$ cat src/hdl/asu_pkg.sv
// Behaviour
// - Data location has separate transmit and receive holding registers; writes never read back
// - Transmit holding feeds output shifter; completed input shifter loads receive holding unless receive-ready is still set
// - Rate register bits 7:6 divide bus clock by 1, 3, 4 or 13
// - Rate register bits 5:3 divide prescaled clock by two to that power for transmit
// - Rate register bits 2:0 divide prescaled clock by two to that power for receive
// - Nonzero receive extended prescaler further divides receive rate by its value
// - Nonzero transmit extended prescaler further divides transmit rate by its value
// - Both extended prescalers reset to zero, so only the conventional divider applies
// - Registers decode at indices 50h to 55h and 57h to 5Ah
// - Transmit-empty clears after status access then data write; no load while set
// - Receive-ready and receive errors clear after status read then data read
package asu_pkg;

   // Register indices; byte address is four times the index
   localparam logic [7:0] IDX_STATUS = 8'h50;
   localparam logic [7:0] IDX_DATA = 8'h51;
   localparam logic [7:0] IDX_RATE = 8'h52;
   localparam logic [7:0] IDX_FRAME = 8'h53;
   localparam logic [7:0] IDX_CTRL2 = 8'h54;
   localparam logic [7:0] IDX_RX_EXT = 8'h55;
   localparam logic [7:0] IDX_TX_EXT = 8'h57;
   localparam logic [7:0] IDX_IRQ_STAT = 8'h58;
   localparam logic [7:0] IDX_IRQ_CLR = 8'h59;
   localparam logic [7:0] IDX_IRQ_EN = 8'h5A;

   // Rate register fields
   localparam int RATE_PRE_HI = 7;
   localparam int RATE_PRE_LO = 6;
   localparam int RATE_TX_HI = 5;
   localparam int RATE_TX_LO = 3;
   localparam int RATE_RX_HI = 2;
   localparam int RATE_RX_LO = 0;

   // Status bit positions
   localparam int ST_TX_EMPTY = 7;
   localparam int ST_TX_DONE = 6;
   localparam int ST_RX_READY = 5;
   localparam int ST_OVERRUN = 3;
   localparam int ST_FRAME_ERR = 1;

   // Control bit positions
   localparam int FRAME_DISABLE = 5;
   localparam int CTRL2_TX_EN = 3;
   localparam int CTRL2_RX_EN = 2;

   // Reset values
   localparam logic [7:0] STATUS_RST = 8'hC0;
   localparam logic [7:0] RATE_RST = 8'h00;
   localparam logic [7:0] FRAME_RST = 8'h00;
   localparam logic [7:0] CTRL2_RST = 8'h00;
   localparam logic [7:0] EXT_RST = 8'h00;
   localparam logic [7:0] DATA_RST = 8'h00;

   // Interrupt event bits
   localparam int EV_TX_EMPTY = 0;
   localparam int EV_TX_DONE = 1;
   localparam int EV_RX_READY = 2;
   localparam int EV_OVERRUN = 3;
   localparam int EV_FRAME_ERR = 4;
   localparam int EV_W = 5;

   // Oversampling per bit and sample points
   localparam logic [3:0] OS_LAST = 4'hF;
   localparam logic [3:0] OS_MID = 4'h7;
   localparam logic [2:0] BIT_LAST = 3'h7;

   typedef enum logic [3:0] {
      TX_IDLE = 4'b0001,
      TX_START = 4'b0010,
      TX_DATA = 4'b0100,
      TX_STOP = 4'b1000
   } asu_tx_state_t;

   typedef enum logic [3:0] {
      RX_IDLE = 4'b0001,
      RX_START = 4'b0010,
      RX_DATA = 4'b0100,
      RX_STOP = 4'b1000
   } asu_rx_state_t;

   // First prescaler terminal count: factor 1, 3, 4 or 13, minus one
   function automatic logic [3:0] pre_limit(input logic [1:0] sel);
      case (sel)
         2'h0: pre_limit = 4'h0;
         2'h1: pre_limit = 4'h2;
         2'h2: pre_limit = 4'h3;
         default: pre_limit = 4'hC;
      endcase
   endfunction

endpackage

$ cat src/hdl/asu_rate_gen.sv
`timescale 1ns/1ps
module asu_rate_gen
   import asu_pkg::*;
(
   // Clock and reset
   input wire logic clk_i,
   input wire logic rst_n_i,
   // Configuration
   input wire logic en_i,
   input wire logic [1:0] pre_sel_i,
   input wire logic [2:0] div_sel_i,
   input wire logic [7:0] ext_i,
   // Sixteen-times bit rate tick
   output logic os_tick_o
);

   logic [3:0] pre_cnt_r;
   logic [3:0] pre_cnt_nxt;
   logic [6:0] div_cnt_r;
   logic [6:0] div_cnt_nxt;
   logic [7:0] ext_cnt_r;
   logic [7:0] ext_cnt_nxt;
   logic tick_r;
   logic tick_nxt;
   logic pre_tick;
   logic rate_tick;
   logic [7:0] pow;
   logic [6:0] div_lim;

   always_comb
   begin
      pre_tick = en_i && (pre_cnt_r >= pre_limit(pre_sel_i));
      pre_cnt_nxt = (!en_i || pre_tick) ? 4'h0 : pre_cnt_r + 4'h1;
      // power-of-two divisor; >= keeps a lowered limit safe
      pow = 8'h01 << div_sel_i;
      div_lim = 7'(pow - 8'h01);
      rate_tick = pre_tick && (div_cnt_r >= div_lim);
      div_cnt_nxt = div_cnt_r;
      if (!en_i || rate_tick)
         div_cnt_nxt = 7'h00;
      else if (pre_tick)
         div_cnt_nxt = div_cnt_r + 7'h01;
      // extended prescaler, bypassed at zero; same rate as after the power-of-two stage
      ext_cnt_nxt = ext_cnt_r;
      if (ext_i == 8'h00)
      begin
         tick_nxt = rate_tick;
         ext_cnt_nxt = 8'h00;
      end
      else
      begin
         tick_nxt = rate_tick && (ext_cnt_r >= ext_i - 8'h01);
         if (!en_i || tick_nxt)
            ext_cnt_nxt = 8'h00;
         else if (rate_tick)
            ext_cnt_nxt = ext_cnt_r + 8'h01;
      end
   end

   always_ff @(posedge clk_i or negedge rst_n_i)
   begin
      if (!rst_n_i)
      begin
         pre_cnt_r <= 4'h0;
         div_cnt_r <= 7'h00;
         ext_cnt_r <= 8'h00;
         tick_r <= 1'b0;
      end
      else
      begin
         pre_cnt_r <= pre_cnt_nxt;
         div_cnt_r <= div_cnt_nxt;
         ext_cnt_r <= ext_cnt_nxt;
         tick_r <= tick_nxt;
      end
   end

   assign os_tick_o = tick_r;

   a_pre_div4: assert property (@(posedge clk_i) disable iff (!rst_n_i)
      (pre_tick && en_i && pre_sel_i == 2'h2) ##1 (en_i && pre_sel_i == 2'h2) [*4]
         |-> pre_tick && !$past(pre_tick) && !$past(pre_tick, 2) && !$past(pre_tick, 3))
      else $error("prescale by four spacing wrong");
   // A lowered limit may leave the counter above it until the next prescaler tick
   a_div_bound: assert property (@(posedge clk_i) disable iff (!rst_n_i)
      (en_i && div_cnt_r <= div_lim) ##1 $stable(div_sel_i) |-> div_cnt_r <= div_lim)
      else $error("rate divisor counter past its limit");
   a_ext_bypass: assert property (@(posedge clk_i) disable iff (!rst_n_i)
      (ext_i == 8'h00) |=> os_tick_o == $past(rate_tick))
      else $error("zero extended prescaler not bypassed");
   a_ext_bound: assert property (@(posedge clk_i) disable iff (!rst_n_i)
      (ext_i != 8'h00 && ext_cnt_r < ext_i) ##1 $stable(ext_i) |-> ext_cnt_r < ext_i)
      else $error("extended prescaler counter past its value");

endmodule

$ cat src/hdl/asu_sync.sv
`timescale 1ns/1ps
module asu_sync
   import asu_pkg::*;
#(
   parameter logic RST_VAL = 1'b1
)
(
   // Clock and reset
   input wire logic clk_i,
   input wire logic rst_n_i,
   // Level
   input wire logic d_i,
   output logic q_o
);

   logic meta_r;
   logic q_r;

   always_ff @(posedge clk_i or negedge rst_n_i)
   begin
      if (!rst_n_i)
      begin
         meta_r <= RST_VAL;
         q_r <= RST_VAL;
      end
      else
      begin
         meta_r <= d_i;
         q_r <= meta_r;
      end
   end

   assign q_o = q_r;

endmodule

$ cat src/hdl/asu_top.sv
// Implementation choice: the Wishbone register port.
`timescale 1ns/1ps
module asu_top
   import asu_pkg::*;
(
   // Clock and reset
   input wire logic CLK_SYS_I,
   input wire logic ARST_N_I,
   // Wishbone slave
   input wire logic [9:0] ADR_I,
   input wire logic [31:0] DAT_I,
   output logic [31:0] DAT_O,
   input wire logic [3:0] SEL_I,
   input wire logic WE_I,
   input wire logic CYC_I,
   input wire logic STB_I,
   output logic ACK_O,
   // Serial line
   input wire logic RXD_I,
   output logic TXD_O,
   // Interrupt
   output logic IRQ_O
);

   logic rst_meta_r;
   logic rst_n;
   logic rxd_s;
   logic tx_os;
   logic rx_os;

   always_ff @(posedge CLK_SYS_I or negedge ARST_N_I)
   begin
      if (!ARST_N_I)
      begin
         rst_meta_r <= 1'b0;
         rst_n <= 1'b0;
      end
      else
      begin
         rst_meta_r <= 1'b1;
         rst_n <= rst_meta_r;
      end
   end

   // Register state
   logic ack_r, ack_nxt;
   logic [31:0] dat_r, dat_nxt;
   logic [7:0] tx_hold_r, tx_hold_nxt;
   logic [7:0] rx_hold_r, rx_hold_nxt;
   logic [7:0] rate_r, rate_nxt;
   logic [7:0] frame_r, frame_nxt;
   logic [7:0] ctrl2_r, ctrl2_nxt;
   logic [7:0] rx_ext_r, rx_ext_nxt;
   logic [7:0] tx_ext_r, tx_ext_nxt;
   logic tx_empty_r, tx_empty_nxt;
   logic tx_done_r, tx_done_nxt;
   logic rx_ready_r, rx_ready_nxt;
   logic ovr_r, ovr_nxt;
   logic fe_r, fe_nxt;
   logic tx_arm_r, tx_arm_nxt;
   logic rx_arm_r, rx_arm_nxt;
   logic [EV_W-1:0] irq_stat_r, irq_stat_nxt;
   logic [EV_W-1:0] irq_en_r, irq_en_nxt;
   logic irq_r, irq_nxt;
   // Transmit state
   asu_tx_state_t tx_st_r, tx_st_nxt;
   logic [3:0] tx_os_r, tx_os_nxt;
   logic [2:0] tx_bit_r, tx_bit_nxt;
   logic [7:0] tx_sh_r, tx_sh_nxt;
   logic txd_r, txd_nxt;
   // Receive state
   asu_rx_state_t rx_st_r, rx_st_nxt;
   logic [3:0] rx_os_r, rx_os_nxt;
   logic [2:0] rx_bit_r, rx_bit_nxt;
   logic [7:0] rx_sh_r, rx_sh_nxt;

   logic req, wr, rd;
   logic [7:0] idx;
   logic [7:0] status;
   logic [7:0] rd_mux;
   logic tx_load, tx_end, rx_end, rx_stop_ok;
   logic [EV_W-1:0] ev;

   asu_sync #(.RST_VAL(1'b1)) u_rx_sync (
      .clk_i(CLK_SYS_I),
      .rst_n_i(rst_n),
      .d_i(RXD_I),
      .q_o(rxd_s)
   );

   asu_rate_gen u_tx_rate (
      .clk_i(CLK_SYS_I),
      .rst_n_i(rst_n),
      .en_i(!frame_r[FRAME_DISABLE]),
      .pre_sel_i(rate_r[RATE_PRE_HI:RATE_PRE_LO]),
      .div_sel_i(rate_r[RATE_TX_HI:RATE_TX_LO]),
      .ext_i(tx_ext_r),
      .os_tick_o(tx_os)
   );

   asu_rate_gen u_rx_rate (
      .clk_i(CLK_SYS_I),
      .rst_n_i(rst_n),
      .en_i(!frame_r[FRAME_DISABLE]),
      .pre_sel_i(rate_r[RATE_PRE_HI:RATE_PRE_LO]),
      .div_sel_i(rate_r[RATE_RX_HI:RATE_RX_LO]),
      .ext_i(rx_ext_r),
      .os_tick_o(rx_os)
   );

   assign req = CYC_I && STB_I && !ack_r;
   assign idx = ADR_I[9:2];
   assign wr = req && WE_I && SEL_I[0];
   assign rd = req && !WE_I;
   assign status = {tx_empty_r, tx_done_r, rx_ready_r, 1'b0, ovr_r, 1'b0, fe_r, 1'b0};

   // Register file, bus answer, flags and interrupt
   always_comb
   begin
      ack_nxt = req;
      tx_hold_nxt = tx_hold_r;
      rx_hold_nxt = rx_hold_r;
      rate_nxt = rate_r;
      frame_nxt = frame_r;
      ctrl2_nxt = ctrl2_r;
      rx_ext_nxt = rx_ext_r;
      tx_ext_nxt = tx_ext_r;
      tx_empty_nxt = tx_empty_r;
      tx_done_nxt = tx_done_r;
      rx_ready_nxt = rx_ready_r;
      ovr_nxt = ovr_r;
      fe_nxt = fe_r;
      tx_arm_nxt = tx_arm_r;
      rx_arm_nxt = rx_arm_r;
      irq_en_nxt = irq_en_r;
      irq_stat_nxt = irq_stat_r;
      ev = '0;
      case (idx)
         IDX_STATUS: rd_mux = status;
         // reads return only the receive holding register
         IDX_DATA: rd_mux = rx_hold_r;
         IDX_RATE: rd_mux = rate_r;
         IDX_FRAME: rd_mux = frame_r;
         IDX_CTRL2: rd_mux = ctrl2_r;
         IDX_RX_EXT: rd_mux = rx_ext_r;
         IDX_TX_EXT: rd_mux = tx_ext_r;
         IDX_IRQ_STAT: rd_mux = {3'h0, irq_stat_r};
         IDX_IRQ_EN: rd_mux = {3'h0, irq_en_r};
         default: rd_mux = 8'h00;
      endcase
      dat_nxt = rd ? {24'h000000, rd_mux} : 32'h00000000;
      if (wr)
      begin
         case (idx)
            // writes land only in the transmit holding register
            IDX_DATA: tx_hold_nxt = DAT_I[7:0];
            IDX_RATE: rate_nxt = DAT_I[7:0];
            IDX_FRAME: frame_nxt = DAT_I[7:0];
            IDX_CTRL2: ctrl2_nxt = DAT_I[7:0];
            IDX_RX_EXT: rx_ext_nxt = DAT_I[7:0];
            IDX_TX_EXT: tx_ext_nxt = DAT_I[7:0];
            IDX_IRQ_CLR: irq_stat_nxt = irq_stat_r & ~DAT_I[EV_W-1:0];
            IDX_IRQ_EN: irq_en_nxt = DAT_I[EV_W-1:0];
            default: ;
         endcase
      end
      // status access then data write clears transmit flags
      if (req && idx == IDX_STATUS)
         tx_arm_nxt = 1'b1;
      if (wr && idx == IDX_DATA && tx_arm_r)
      begin
         tx_empty_nxt = 1'b0;
         tx_done_nxt = 1'b0;
         tx_arm_nxt = 1'b0;
      end
      // status read then data read clears receive flags
      if (rd && idx == IDX_STATUS)
         rx_arm_nxt = 1'b1;
      if (rd && idx == IDX_DATA && rx_arm_r)
      begin
         rx_ready_nxt = 1'b0;
         ovr_nxt = 1'b0;
         fe_nxt = 1'b0;
         rx_arm_nxt = 1'b0;
      end
      // Hardware sets win over the software clears above, except transmit-done, whose set needs transmit-empty to stay set
      if (tx_load)
      begin
         tx_empty_nxt = 1'b1;
         ev[EV_TX_EMPTY] = 1'b1;
      end
      if (tx_end && tx_empty_nxt)
      begin
         tx_done_nxt = 1'b1;
         ev[EV_TX_DONE] = 1'b1;
      end
      // completed character loads the receive holding register unless it is still full
      if (rx_end)
      begin
         if (rx_ready_nxt)
         begin
            ovr_nxt = 1'b1;
            ev[EV_OVERRUN] = 1'b1;
         end
         else
         begin
            rx_hold_nxt = rx_sh_r;
            rx_ready_nxt = 1'b1;
            ev[EV_RX_READY] = 1'b1;
            if (!rx_stop_ok)
            begin
               fe_nxt = 1'b1;
               ev[EV_FRAME_ERR] = 1'b1;
            end
         end
      end
      irq_stat_nxt = irq_stat_nxt | ev;
      irq_nxt = |(irq_stat_r & irq_en_r);
   end

   always_ff @(posedge CLK_SYS_I or negedge rst_n)
   begin
      if (!rst_n)
      begin
         ack_r <= 1'b0;
         dat_r <= 32'h00000000;
         tx_hold_r <= DATA_RST;
         rx_hold_r <= DATA_RST;
         rate_r <= RATE_RST;
         frame_r <= FRAME_RST;
         ctrl2_r <= CTRL2_RST;
         rx_ext_r <= EXT_RST;
         tx_ext_r <= EXT_RST;
         tx_empty_r <= STATUS_RST[ST_TX_EMPTY];
         tx_done_r <= STATUS_RST[ST_TX_DONE];
         rx_ready_r <= STATUS_RST[ST_RX_READY];
         ovr_r <= STATUS_RST[ST_OVERRUN];
         fe_r <= STATUS_RST[ST_FRAME_ERR];
         tx_arm_r <= 1'b0;
         rx_arm_r <= 1'b0;
         irq_stat_r <= '0;
         irq_en_r <= '0;
         irq_r <= 1'b0;
      end
      else
      begin
         ack_r <= ack_nxt;
         dat_r <= dat_nxt;
         tx_hold_r <= tx_hold_nxt;
         rx_hold_r <= rx_hold_nxt;
         rate_r <= rate_nxt;
         frame_r <= frame_nxt;
         ctrl2_r <= ctrl2_nxt;
         rx_ext_r <= rx_ext_nxt;
         tx_ext_r <= tx_ext_nxt;
         tx_empty_r <= tx_empty_nxt;
         tx_done_r <= tx_done_nxt;
         rx_ready_r <= rx_ready_nxt;
         ovr_r <= ovr_nxt;
         fe_r <= fe_nxt;
         tx_arm_r <= tx_arm_nxt;
         rx_arm_r <= rx_arm_nxt;
         irq_stat_r <= irq_stat_nxt;
         irq_en_r <= irq_en_nxt;
         irq_r <= irq_nxt;
      end
   end

   // load only while the holding register is full; a data write blocks it
   assign tx_load = (tx_st_r == TX_IDLE) && !tx_empty_r && ctrl2_r[CTRL2_TX_EN]
      && !(wr && idx == IDX_DATA);
   assign tx_end = (tx_st_r == TX_STOP) && tx_os && (tx_os_r == OS_LAST);

   // Transmitter: start, eight data bits LSB first, stop; sixteen ticks per bit
   always_comb
   begin
      tx_st_nxt = tx_st_r;
      tx_os_nxt = tx_os_r;
      tx_bit_nxt = tx_bit_r;
      tx_sh_nxt = tx_sh_r;
      txd_nxt = txd_r;
      if (tx_st_r != TX_IDLE && tx_os)
         tx_os_nxt = tx_os_r + 4'h1;
      case (tx_st_r)
         TX_IDLE:
         begin
            // holding register hands its byte to the shifter
            if (tx_load)
            begin
               tx_sh_nxt = tx_hold_r;
               tx_os_nxt = 4'h0;
               tx_bit_nxt = 3'h0;
               txd_nxt = 1'b0;
               tx_st_nxt = TX_START;
            end
         end
         TX_START:
         begin
            if (tx_os && tx_os_r == OS_LAST)
            begin
               txd_nxt = tx_sh_r[0];
               tx_st_nxt = TX_DATA;
            end
         end
         TX_DATA:
         begin
            if (tx_os && tx_os_r == OS_LAST)
            begin
               tx_sh_nxt = {1'b0, tx_sh_r[7:1]};
               tx_bit_nxt = tx_bit_r + 3'h1;
               txd_nxt = (tx_bit_r == BIT_LAST) ? 1'b1 : tx_sh_r[1];
               if (tx_bit_r == BIT_LAST)
                  tx_st_nxt = TX_STOP;
            end
         end
         TX_STOP:
         begin
            if (tx_end)
               tx_st_nxt = TX_IDLE;
         end
         default: tx_st_nxt = TX_IDLE;
      endcase
   end

   always_ff @(posedge CLK_SYS_I or negedge rst_n)
   begin
      if (!rst_n)
      begin
         tx_st_r <= TX_IDLE;
         tx_os_r <= 4'h0;
         tx_bit_r <= 3'h0;
         tx_sh_r <= 8'h00;
         txd_r <= 1'b1;
      end
      else
      begin
         tx_st_r <= tx_st_nxt;
         tx_os_r <= tx_os_nxt;
         tx_bit_r <= tx_bit_nxt;
         tx_sh_r <= tx_sh_nxt;
         txd_r <= txd_nxt;
      end
   end

   assign rx_end = (rx_st_r == RX_STOP) && rx_os && (rx_os_r == OS_LAST);
   assign rx_stop_ok = rxd_s;

   // Receiver: start bit checked at mid point, bits sampled sixteen ticks apart
   always_comb
   begin
      rx_st_nxt = rx_st_r;
      rx_os_nxt = rx_os_r;
      rx_bit_nxt = rx_bit_r;
      rx_sh_nxt = rx_sh_r;
      if (rx_st_r != RX_IDLE && rx_os)
         rx_os_nxt = rx_os_r + 4'h1;
      case (rx_st_r)
         RX_IDLE:
         begin
            rx_os_nxt = 4'h0;
            rx_bit_nxt = 3'h0;
            if (ctrl2_r[CTRL2_RX_EN] && !rxd_s)
               rx_st_nxt = RX_START;
         end
         RX_START:
         begin
            if (rx_os && rx_os_r == OS_MID)
            begin
               rx_os_nxt = 4'h0;
               rx_st_nxt = rxd_s ? RX_IDLE : RX_DATA;
            end
         end
         RX_DATA:
         begin
            if (rx_os && rx_os_r == OS_LAST)
            begin
               rx_sh_nxt = {rxd_s, rx_sh_r[7:1]};
               rx_bit_nxt = rx_bit_r + 3'h1;
               if (rx_bit_r == BIT_LAST)
                  rx_st_nxt = RX_STOP;
            end
         end
         RX_STOP:
         begin
            if (rx_end)
               rx_st_nxt = RX_IDLE;
         end
         default: rx_st_nxt = RX_IDLE;
      endcase
   end

   always_ff @(posedge CLK_SYS_I or negedge rst_n)
   begin
      if (!rst_n)
      begin
         rx_st_r <= RX_IDLE;
         rx_os_r <= 4'h0;
         rx_bit_r <= 3'h0;
         rx_sh_r <= 8'h00;
      end
      else
      begin
         rx_st_r <= rx_st_nxt;
         rx_os_r <= rx_os_nxt;
         rx_bit_r <= rx_bit_nxt;
         rx_sh_r <= rx_sh_nxt;
      end
   end

   assign ACK_O = ack_r;
   assign DAT_O = dat_r;
   assign TXD_O = txd_r;
   assign IRQ_O = irq_r;

   a_data_readback: assert property (@(posedge CLK_SYS_I) disable iff (!rst_n)
      (rd && idx == IDX_DATA && !rx_end) |=> DAT_O[7:0] == rx_hold_r)
      else $error("data read did not return receive holding register");
   a_tx_handoff: assert property (@(posedge CLK_SYS_I) disable iff (!rst_n)
      tx_load |=> (tx_sh_r == $past(tx_hold_r)) && !TXD_O && tx_empty_r)
      else $error("transmit byte not handed to shifter");
   a_ext_reset: assert property (@(posedge CLK_SYS_I)
      $rose(rst_n) |-> (rx_ext_r == 8'h00) && (tx_ext_r == 8'h00))
      else $error("extended prescalers not zero after reset");
   a_rate_decode: assert property (@(posedge CLK_SYS_I) disable iff (!rst_n)
      (rd && idx == IDX_RATE) |=> ACK_O && DAT_O == {24'h000000, rate_r})
      else $error("rate register read wrong");
   a_tx_empty_clear: assert property (@(posedge CLK_SYS_I) disable iff (!rst_n)
      $fell(tx_empty_r) |-> $past(wr && idx == IDX_DATA && tx_arm_r))
      else $error("transmit-empty cleared without status then data write");
   a_rx_ready_clear: assert property (@(posedge CLK_SYS_I) disable iff (!rst_n)
      $fell(rx_ready_r) |-> $past(rd && idx == IDX_DATA && rx_arm_r) && !ovr_r && !fe_r)
      else $error("receive flags cleared without status then data read");
   a_bit_length: assert property (@(posedge CLK_SYS_I) disable iff (!rst_n)
      (tx_st_r == TX_DATA && tx_os && tx_os_r == OS_LAST) |=> tx_os_r == 4'h0)
      else $error("transmit bit not sixteen ticks long");
   a_rate_keeps_regs: assert property (@(posedge CLK_SYS_I) disable iff (!rst_n)
      (wr && idx == IDX_RATE) |=> $stable(tx_hold_r) && $stable(rx_ext_r)
         && $stable(tx_ext_r))
      else $error("rate write disturbed other registers");
   a_bus_answer: assert property (@(posedge CLK_SYS_I) disable iff (!rst_n)
      (CYC_I && STB_I && !ACK_O) |=> ACK_O ##1 !ACK_O)
      else $error("bus answer not one cycle after request");

endmodule

$ cat config.mk
export PLATFORM = sky130hd
export DESIGN_NAME = asu_top
export DESIGN_NICKNAME = d
export VERILOG_FILES = /design/src/hdl/asu_pkg.sv /design/src/hdl/asu_rate_gen.sv /design/src/hdl/asu_sync.sv /design/src/hdl/asu_top.sv
export SDC_FILE = /design/constraint.sdc
export NUM_CORES = 1
export LEC_CHECK = 0
export ABC_AREA = 1
export BUFFER_PORTS_ARGS = -buffer_cell sky130_fd_sc_hd__buf_2
export CAP_MARGIN = 20
export CORE_MARGIN = 8
export CORE_UTILIZATION = 30
export DETAILED_ROUTE_END_ITERATION = 10
export GPL_TIMING_DRIVEN = 1
export MAX_ROUTING_LAYER = met4
export SYNTH_ARGS = -nofsm -noshare
export SYNTH_HDL_FRONTEND = slang
export SYNTH_HIERARCHICAL = 1
export SYNTH_SLANG_ARGS = --single-unit
$ cat constraint.sdc
create_clock -name CLK_SYS_I -period 4.8 [get_ports CLK_SYS_I]
set_clock_uncertainty 0.2 [all_clocks]
set_input_delay 0.48 -clock CLK_SYS_I [delete_from_list [all_inputs] [get_ports CLK_SYS_I]]
set_output_delay 0.48 -clock CLK_SYS_I [all_outputs]
set_load 0.005 [all_outputs]
==> Yosys cells after proc, flatten, opt, wreduce, memory -nomap -nowiden <==
Index checks and enable logic that the tools add are counted.
{ "totals": {"ff_bits": 166, "latchBits": 0, "ram_bits": 0, "rom_bits": 0, "input_bits": 52, "output_inout_bits": 35, "n_memories": 0} }
{ "op_classes": {"addsub": 14, "multipliers": 0, "div_mod_pow": 0, "order_cmp": 6, "n_eq_ne": 37, "n_shift": 2, "muxes": 75, "bitwise": 5, "n_reduce_logical": 71} }
{ "op_table": {"columns": ["op", "n"], "rows": [
  ["$eq A8 B7 Y1 const B", 10],
  ["$mux W8", 9],
  ["$pmux W8 S9", 1],
  ["$mux W4", 17],
  ["$pmux W4 S4", 2],
  ["$logic_and A1 B1 Y1", 31],
  ["$mux W1", 29],
  ["$mux W7", 4],
  ["$ne A2 B2 Y1 const B", 10],
  ["$reduce_and A2 Y1", 10],
  ["$add A4 B1 Y4 const B", 4],
  ["$add A8 B1 Y8 const B", 2],
  ["$eq A4 B4 Y1 const B", 4],
  ["$ge A8 B8 Y1", 2],
  ["$logic_not A8 Y1", 2],
  ["$pmux W8 S2", 1],
  ["$sub A8 B1 Y8 const B", 2],
  ["$mux W3", 5],
  ["$add A7 B1 Y7 const B", 2],
  ["$ge A7 B7 Y1", 2],
  ["$reduce_bool A2 Y1", 7],
  ["$shl A1 B3 Y7 const A", 2],
  ["$sub A7 B1 Y7 const B", 2],
  ["$eq A4 B3 Y1 const B", 3],
  ["25 further kinds", 47]
]} }

==> Longest topological paths before layout <==
{ "depth": {"depth_word": 11, "ltp_mapped": 16, "ltp_nobuf": 16} }

==> Cells and area by module <==
Netlist, hierarchy kept.
{ "modules_own_cells": {"columns": ["module", "instances", "cells_each", "area_per_inst_um2"], "rows": [
  ["asu_top", 1, 728, 6077.1],
  ["asu_rate_gen at u_rx_rate", 1, 234, 1740.4],
  ["asu_rate_gen at u_tx_rate", 1, 227, 1735.4],
  ["asu_sync", 1, 2, 52.6]
]} }

==> Worst setup path before layout <==
Ideal clock, no wire load.
{ "synth_timing": {"kind": "reg2reg", "from": "reg rx_ext_r[0]", "to": "reg u_rx_rate.ext_cnt_r[3]", "setup_time_ns": 0.076, "arrival_ns": 1.992, "t_required_ns": 4.524, "slack_ns": 2.531, "stages_incl_launch_ff": 15, "period_less_slack_ns": 2.269, "path_cell_list": "dfrtp_1 inv_1 ha_1 nand2_1 nor3_1 xor2_1 inv_1 ha_1 nand2_1 nor2_1 nor3_2 nand2_1 nor2_1 nand2_1 o21ai_1"} }
{ "synth_via": {"elab_chain_len": 6} }
{ "synth_lines": {"columns": ["item", "line_no", "text"], "rows": [
  ["start: declaration", "asu_top.sv:53", "logic [7:0] rx_ext_r, rx_ext_nxt;"],
  ["start signal: assignment", "asu_top.sv:254", "rx_ext_r <= rx_ext_nxt;"],
  ["$sub A8 B1 Y8", "asu_rate_gen.sv:52", "tick_nxt = rate_tick && (ext_cnt_r >= ext_i - 8'h01);"],
  ["$ge A8 B8 Y1", "asu_rate_gen.sv:52", null],
  ["$logic_and A1 B1 Y1", "asu_rate_gen.sv:52", null],
  ["$logic_or A1 B1 Y1", "asu_rate_gen.sv:53", "if (!en_i || tick_nxt)"],
  ["$mux W8", "asu_rate_gen.sv:53", null],
  ["$mux W8", "asu_rate_gen.sv:45", "if (ext_i == 8'h00)"],
  ["end signal: assignment", "asu_rate_gen.sv:73", "ext_cnt_r <= ext_cnt_nxt;"],
  ["end: declaration", "asu_rate_gen.sv:21", "logic [7:0] ext_cnt_r;"]
]} }
Several ways; a longest one is shown, not always the timed one.
A chain may end at the register's enable or synchronous reset.

==> Worst setup path in the final report <==
{ "layout_timing": {"from": "reg rx_ext_r[0]", "to": "reg u_rx_rate.ext_cnt_r[4]"} }
The elaborated chain is that of the path after synthesis.

==> results.cfg <==
[placed_design]
hpwl_mm = 16.28
port_buffers = 33
place_congestion = 0.9003
place_ws_ps = 2230

[cts]
root_buffer = clkbuf_16
cts-buffers-inserted = 17
post_cts_resized = 0
holdBufCountCts = 2
cts_tree = done
cts_buffer_depth = 2
clkLatencyLatePin_ps = 430
htreeDepth = 4
clkTransAtPathRegs_ps = 60
cts_sinks = 166
post_cts.repair.setup_buffers = 0

[synth]
netlist_instances = 1191
synth_commonest_cells = nand2_1 (304), dfrtp_1 (159), inv_1 (142)
yosys_warnings = 6
syn_avg_cell_area_um2 = 8.065
netlist_area_um2 = 9605
synth_top_area_share_pct = 41.42
synth_flop_cell = dfrtp_1
yosys.cell_count.top_type = nand2_1
postSynth.asyncResetShare_pct = 100.0
synth_top_cell_by_area = dfrtp_1
synth-edff-count = 0
yosys-top-cells-area = dfrtp_1 (41%), nand2_1 (12%), ha_1 (7.6%)
ys_seq_area_share_pct = 43.34
synth-seq-cells = 166
synth_cell_types = 43

[critical_path]
cp_num_cells = 14
ff2ff_path_depth = 14
worstSetupStartpoint = rx_ext_r[0]$_DFFE_PN0P_
crit_chain = inv_1, ha_1, nand2_1, nor3_1, xor2_1, inv_1, ha_1, nand2_1, nor2_1, nor3_2, nand2_1, nor2_1, nand2_1, o21ai_1
cp-start-kind = flip-flop
crit_path_end_kind = flip-flop
rr_endpoint = u_rx_rate/ext_cnt_r[4]$_DFFE_PN0P_
critical_path_required_ps = 4960
cp_num_buf_inv = 2
endpoint = u_rx_rate/ext_cnt_r[4]$_DFFE_PN0P_
slowest_stage = dfrtp_1
critPathTopFamily = simple AND/OR/NAND/NOR gates
ff2ff_setup_slack_ps = 2220
crit_type = flip-flop to flip-flop
slowest_delay_ps = 410
path_max_fanout = 4
cp.arrival_ps = 2740
reg2reg_from = rx_ext_r[0]$_DFFE_PN0P_
timing.critical_path.mode_cell = nand2_1

[global_routing]
grt_overflow = 0
grt_max_degree = 91
use_met1_pct = 17.45
antenna_found_initial = 0
grt_busiest_layer = met2
grt.met2_usage_pct = 17.68
grt_pass1_vias = 7231
grtUsageMet3_pct = 3.075
grt_pass1_wl_mm = 37.23
grt_usage_pct = 12.35

[cells_and_area]
syn_to_final_growth_pct = 11.37
drive_above_1_share_pct = 10.86
n_antenna_cell = 0
nets = 1340

[die]
start_util_pct = 30.44
rows = 65
die_h_um = 194.9
coreArea_um2 = 31560
dieArea_um2 = 38000
die_w_um = 194.9
io_pins = 87

[run_status]
status = completed

[timing]
rsz0062_at_grt = false
finalHoldViolCount = 0
period_needed_ps = 2580
fmax_mhz = 387.7
slew_headroom_pct = 50.45
period_share_pct = 53.74
layout_setup_ws_ps = 2220
setup_violations = 0
drv_slew = 0
setup_tns_ps = 0
worst_pin_slew_ps = 736.5

[route]
vias = 7607
drc = 0
via_per_inst = 4.624
drtIter0Drc = 619
ant_nets = 0
routedWlPerCell_um = 13.56
drt_first_pass_iters = 8
wirelength_mm = 22.30

[power]
vdd.ir_drop.worst_uv = 190.1
p_leak_nw = 5.564
power.density_nw_per_um2 = 348.1

[run]
drv_cap = 0

[worst_hold_path]
hold_path.class = input pin to flip-flop
-- cell type report --
cell class                      instances  area [um^2]
Fill cell                            3272        20860
Multi-Input combinational cell        856         4662
Clock inverter                         11        103.9
Clock buffer                           21        450.4
Timing Repair Buffer                   38        242.7
Inverter                              151        569.3
Tap cell                              402        503.0
Sequential cell                       166         4167
-- cells in the final DEF, fill, tap and decap left out, drive strengths merged, types with 3 or more instances in the layout --
cell,n
nand2,319
dfrtp,159
inv,150
o21ai,117
nor2,116
nand3,99
ha,58
buf,35
a21oi,32
conb,25
xor2,21
clkbuf,21
nand4,20
xnor2,14
nor3,14
clkinv,9
dfstp,7
nand3b,6
o21a,3
dlygate4sd3,3
-- logic make-up (layout without fill, tap and decap cells) --
family / Yosys count / count (layout) / share of synthesized area, %
adder cells (fa/ha/maj): 58 / 58 / 7.555
other: 2 / 25 / 0.07818
AND/OR/NAND/NOR: 580 / 580 / 28.06
AO/OA/AOI/OAI: 157 / 157 / 8.649
flip-flops: 166 / 166 / 43.34
multiplexers: 1 / 1 / 0.1042
buffers and inverters: 192 / 221 / 9.027
XOR/XNOR: 35 / 35 / 3.191
-- metrics by stage --
| stage | area (um^2) | hold WS [ps] | power, mW | util, % | cells |
|---|---|---|---|---|---|
| 3_5_place_dp | 10090 | 67.42 | 2.433 | 31.96 | 1609 |
| 2_1_floorplan | 9693 | -15.59 | 2.263 | - | 1214 |
| 3_3_place_gp | 10090 | 65.98 | 2.404 | 31.96 | 1609 |
| 5_1_grt | 10700 | 69.23 | 3.977 | 33.90 | 1645 |
| 4_1_cts | 10660 | 69.56 | 3.766 | 33.78 | 1643 |
| 6_report | 10700 | 92.55 | 3.724 | 33.90 | 1645 |
-- flip-flops by register name (all words and copies together), names as in the netlist, 5 cells and up --
name,cells
u_rx_rate/ext_cnt_r,8
tx_sh_r,8
rx_ext_r,8
frame_r,8
ctrl2_r,8
irq_en_r,5
rate_r,8
rx_sh_r,8
DAT_O,8
u_rx_rate/div_cnt_r,7
tx_ext_r,8
rx_hold_r,8
u_tx_rate/div_cnt_r,7
irq_stat_r,5
u_tx_rate/ext_cnt_r,8
tx_hold_r,8
-- worst min path at each step --
stage	slack, ps	from	cells past startpoint	to
finish	90	STB_I	3	ACK_O$_DFF_PN0_
global route	70	STB_I	3	ACK_O$_DFF_PN0_
CTS	70	STB_I	3	ACK_O$_DFF_PN0_
detailed placement	70	ARST_N_I	1	rst_meta_r$_DFF_PN0_
global placement	70	ARST_N_I	1	rst_meta_r$_DFF_PN0_
floorplan	-20	ARST_N_I	0	rst_meta_r$_DFF_PN0_
-- worst register-to-register path, stage by stage, from the launching register on --
cell and delay (ps):
dfrtp_1 410, inv_1 130, ha_1 190, nand2_1 100, nor3_1 180, xor2_1 170
inv_1 60, ha_1 270, nand2_1 80, nor2_1 60, nor3_2 130, nand2_1 100
nor2_1 200, nand2_1 100, o21ai_1 130
-- per-layer routing --
metal	vias to the layer above	share of wire, %
li1	3862	-
met1	3555	50
met2	177	43
met3	13	6.1
met4	0	0.71
met5	-	0
-- report_power, final --
| group | total, mW | internal [mW] | switching [mW] |
|---|---|---|---|
| clock network | 1.32 | 0.730 | 0.588 |
| registers | 1.63 | 1.52 | 0.116 |
| logic | 0.774 | 0.266 | 0.508 |
(Power assumes the default switching activity.)
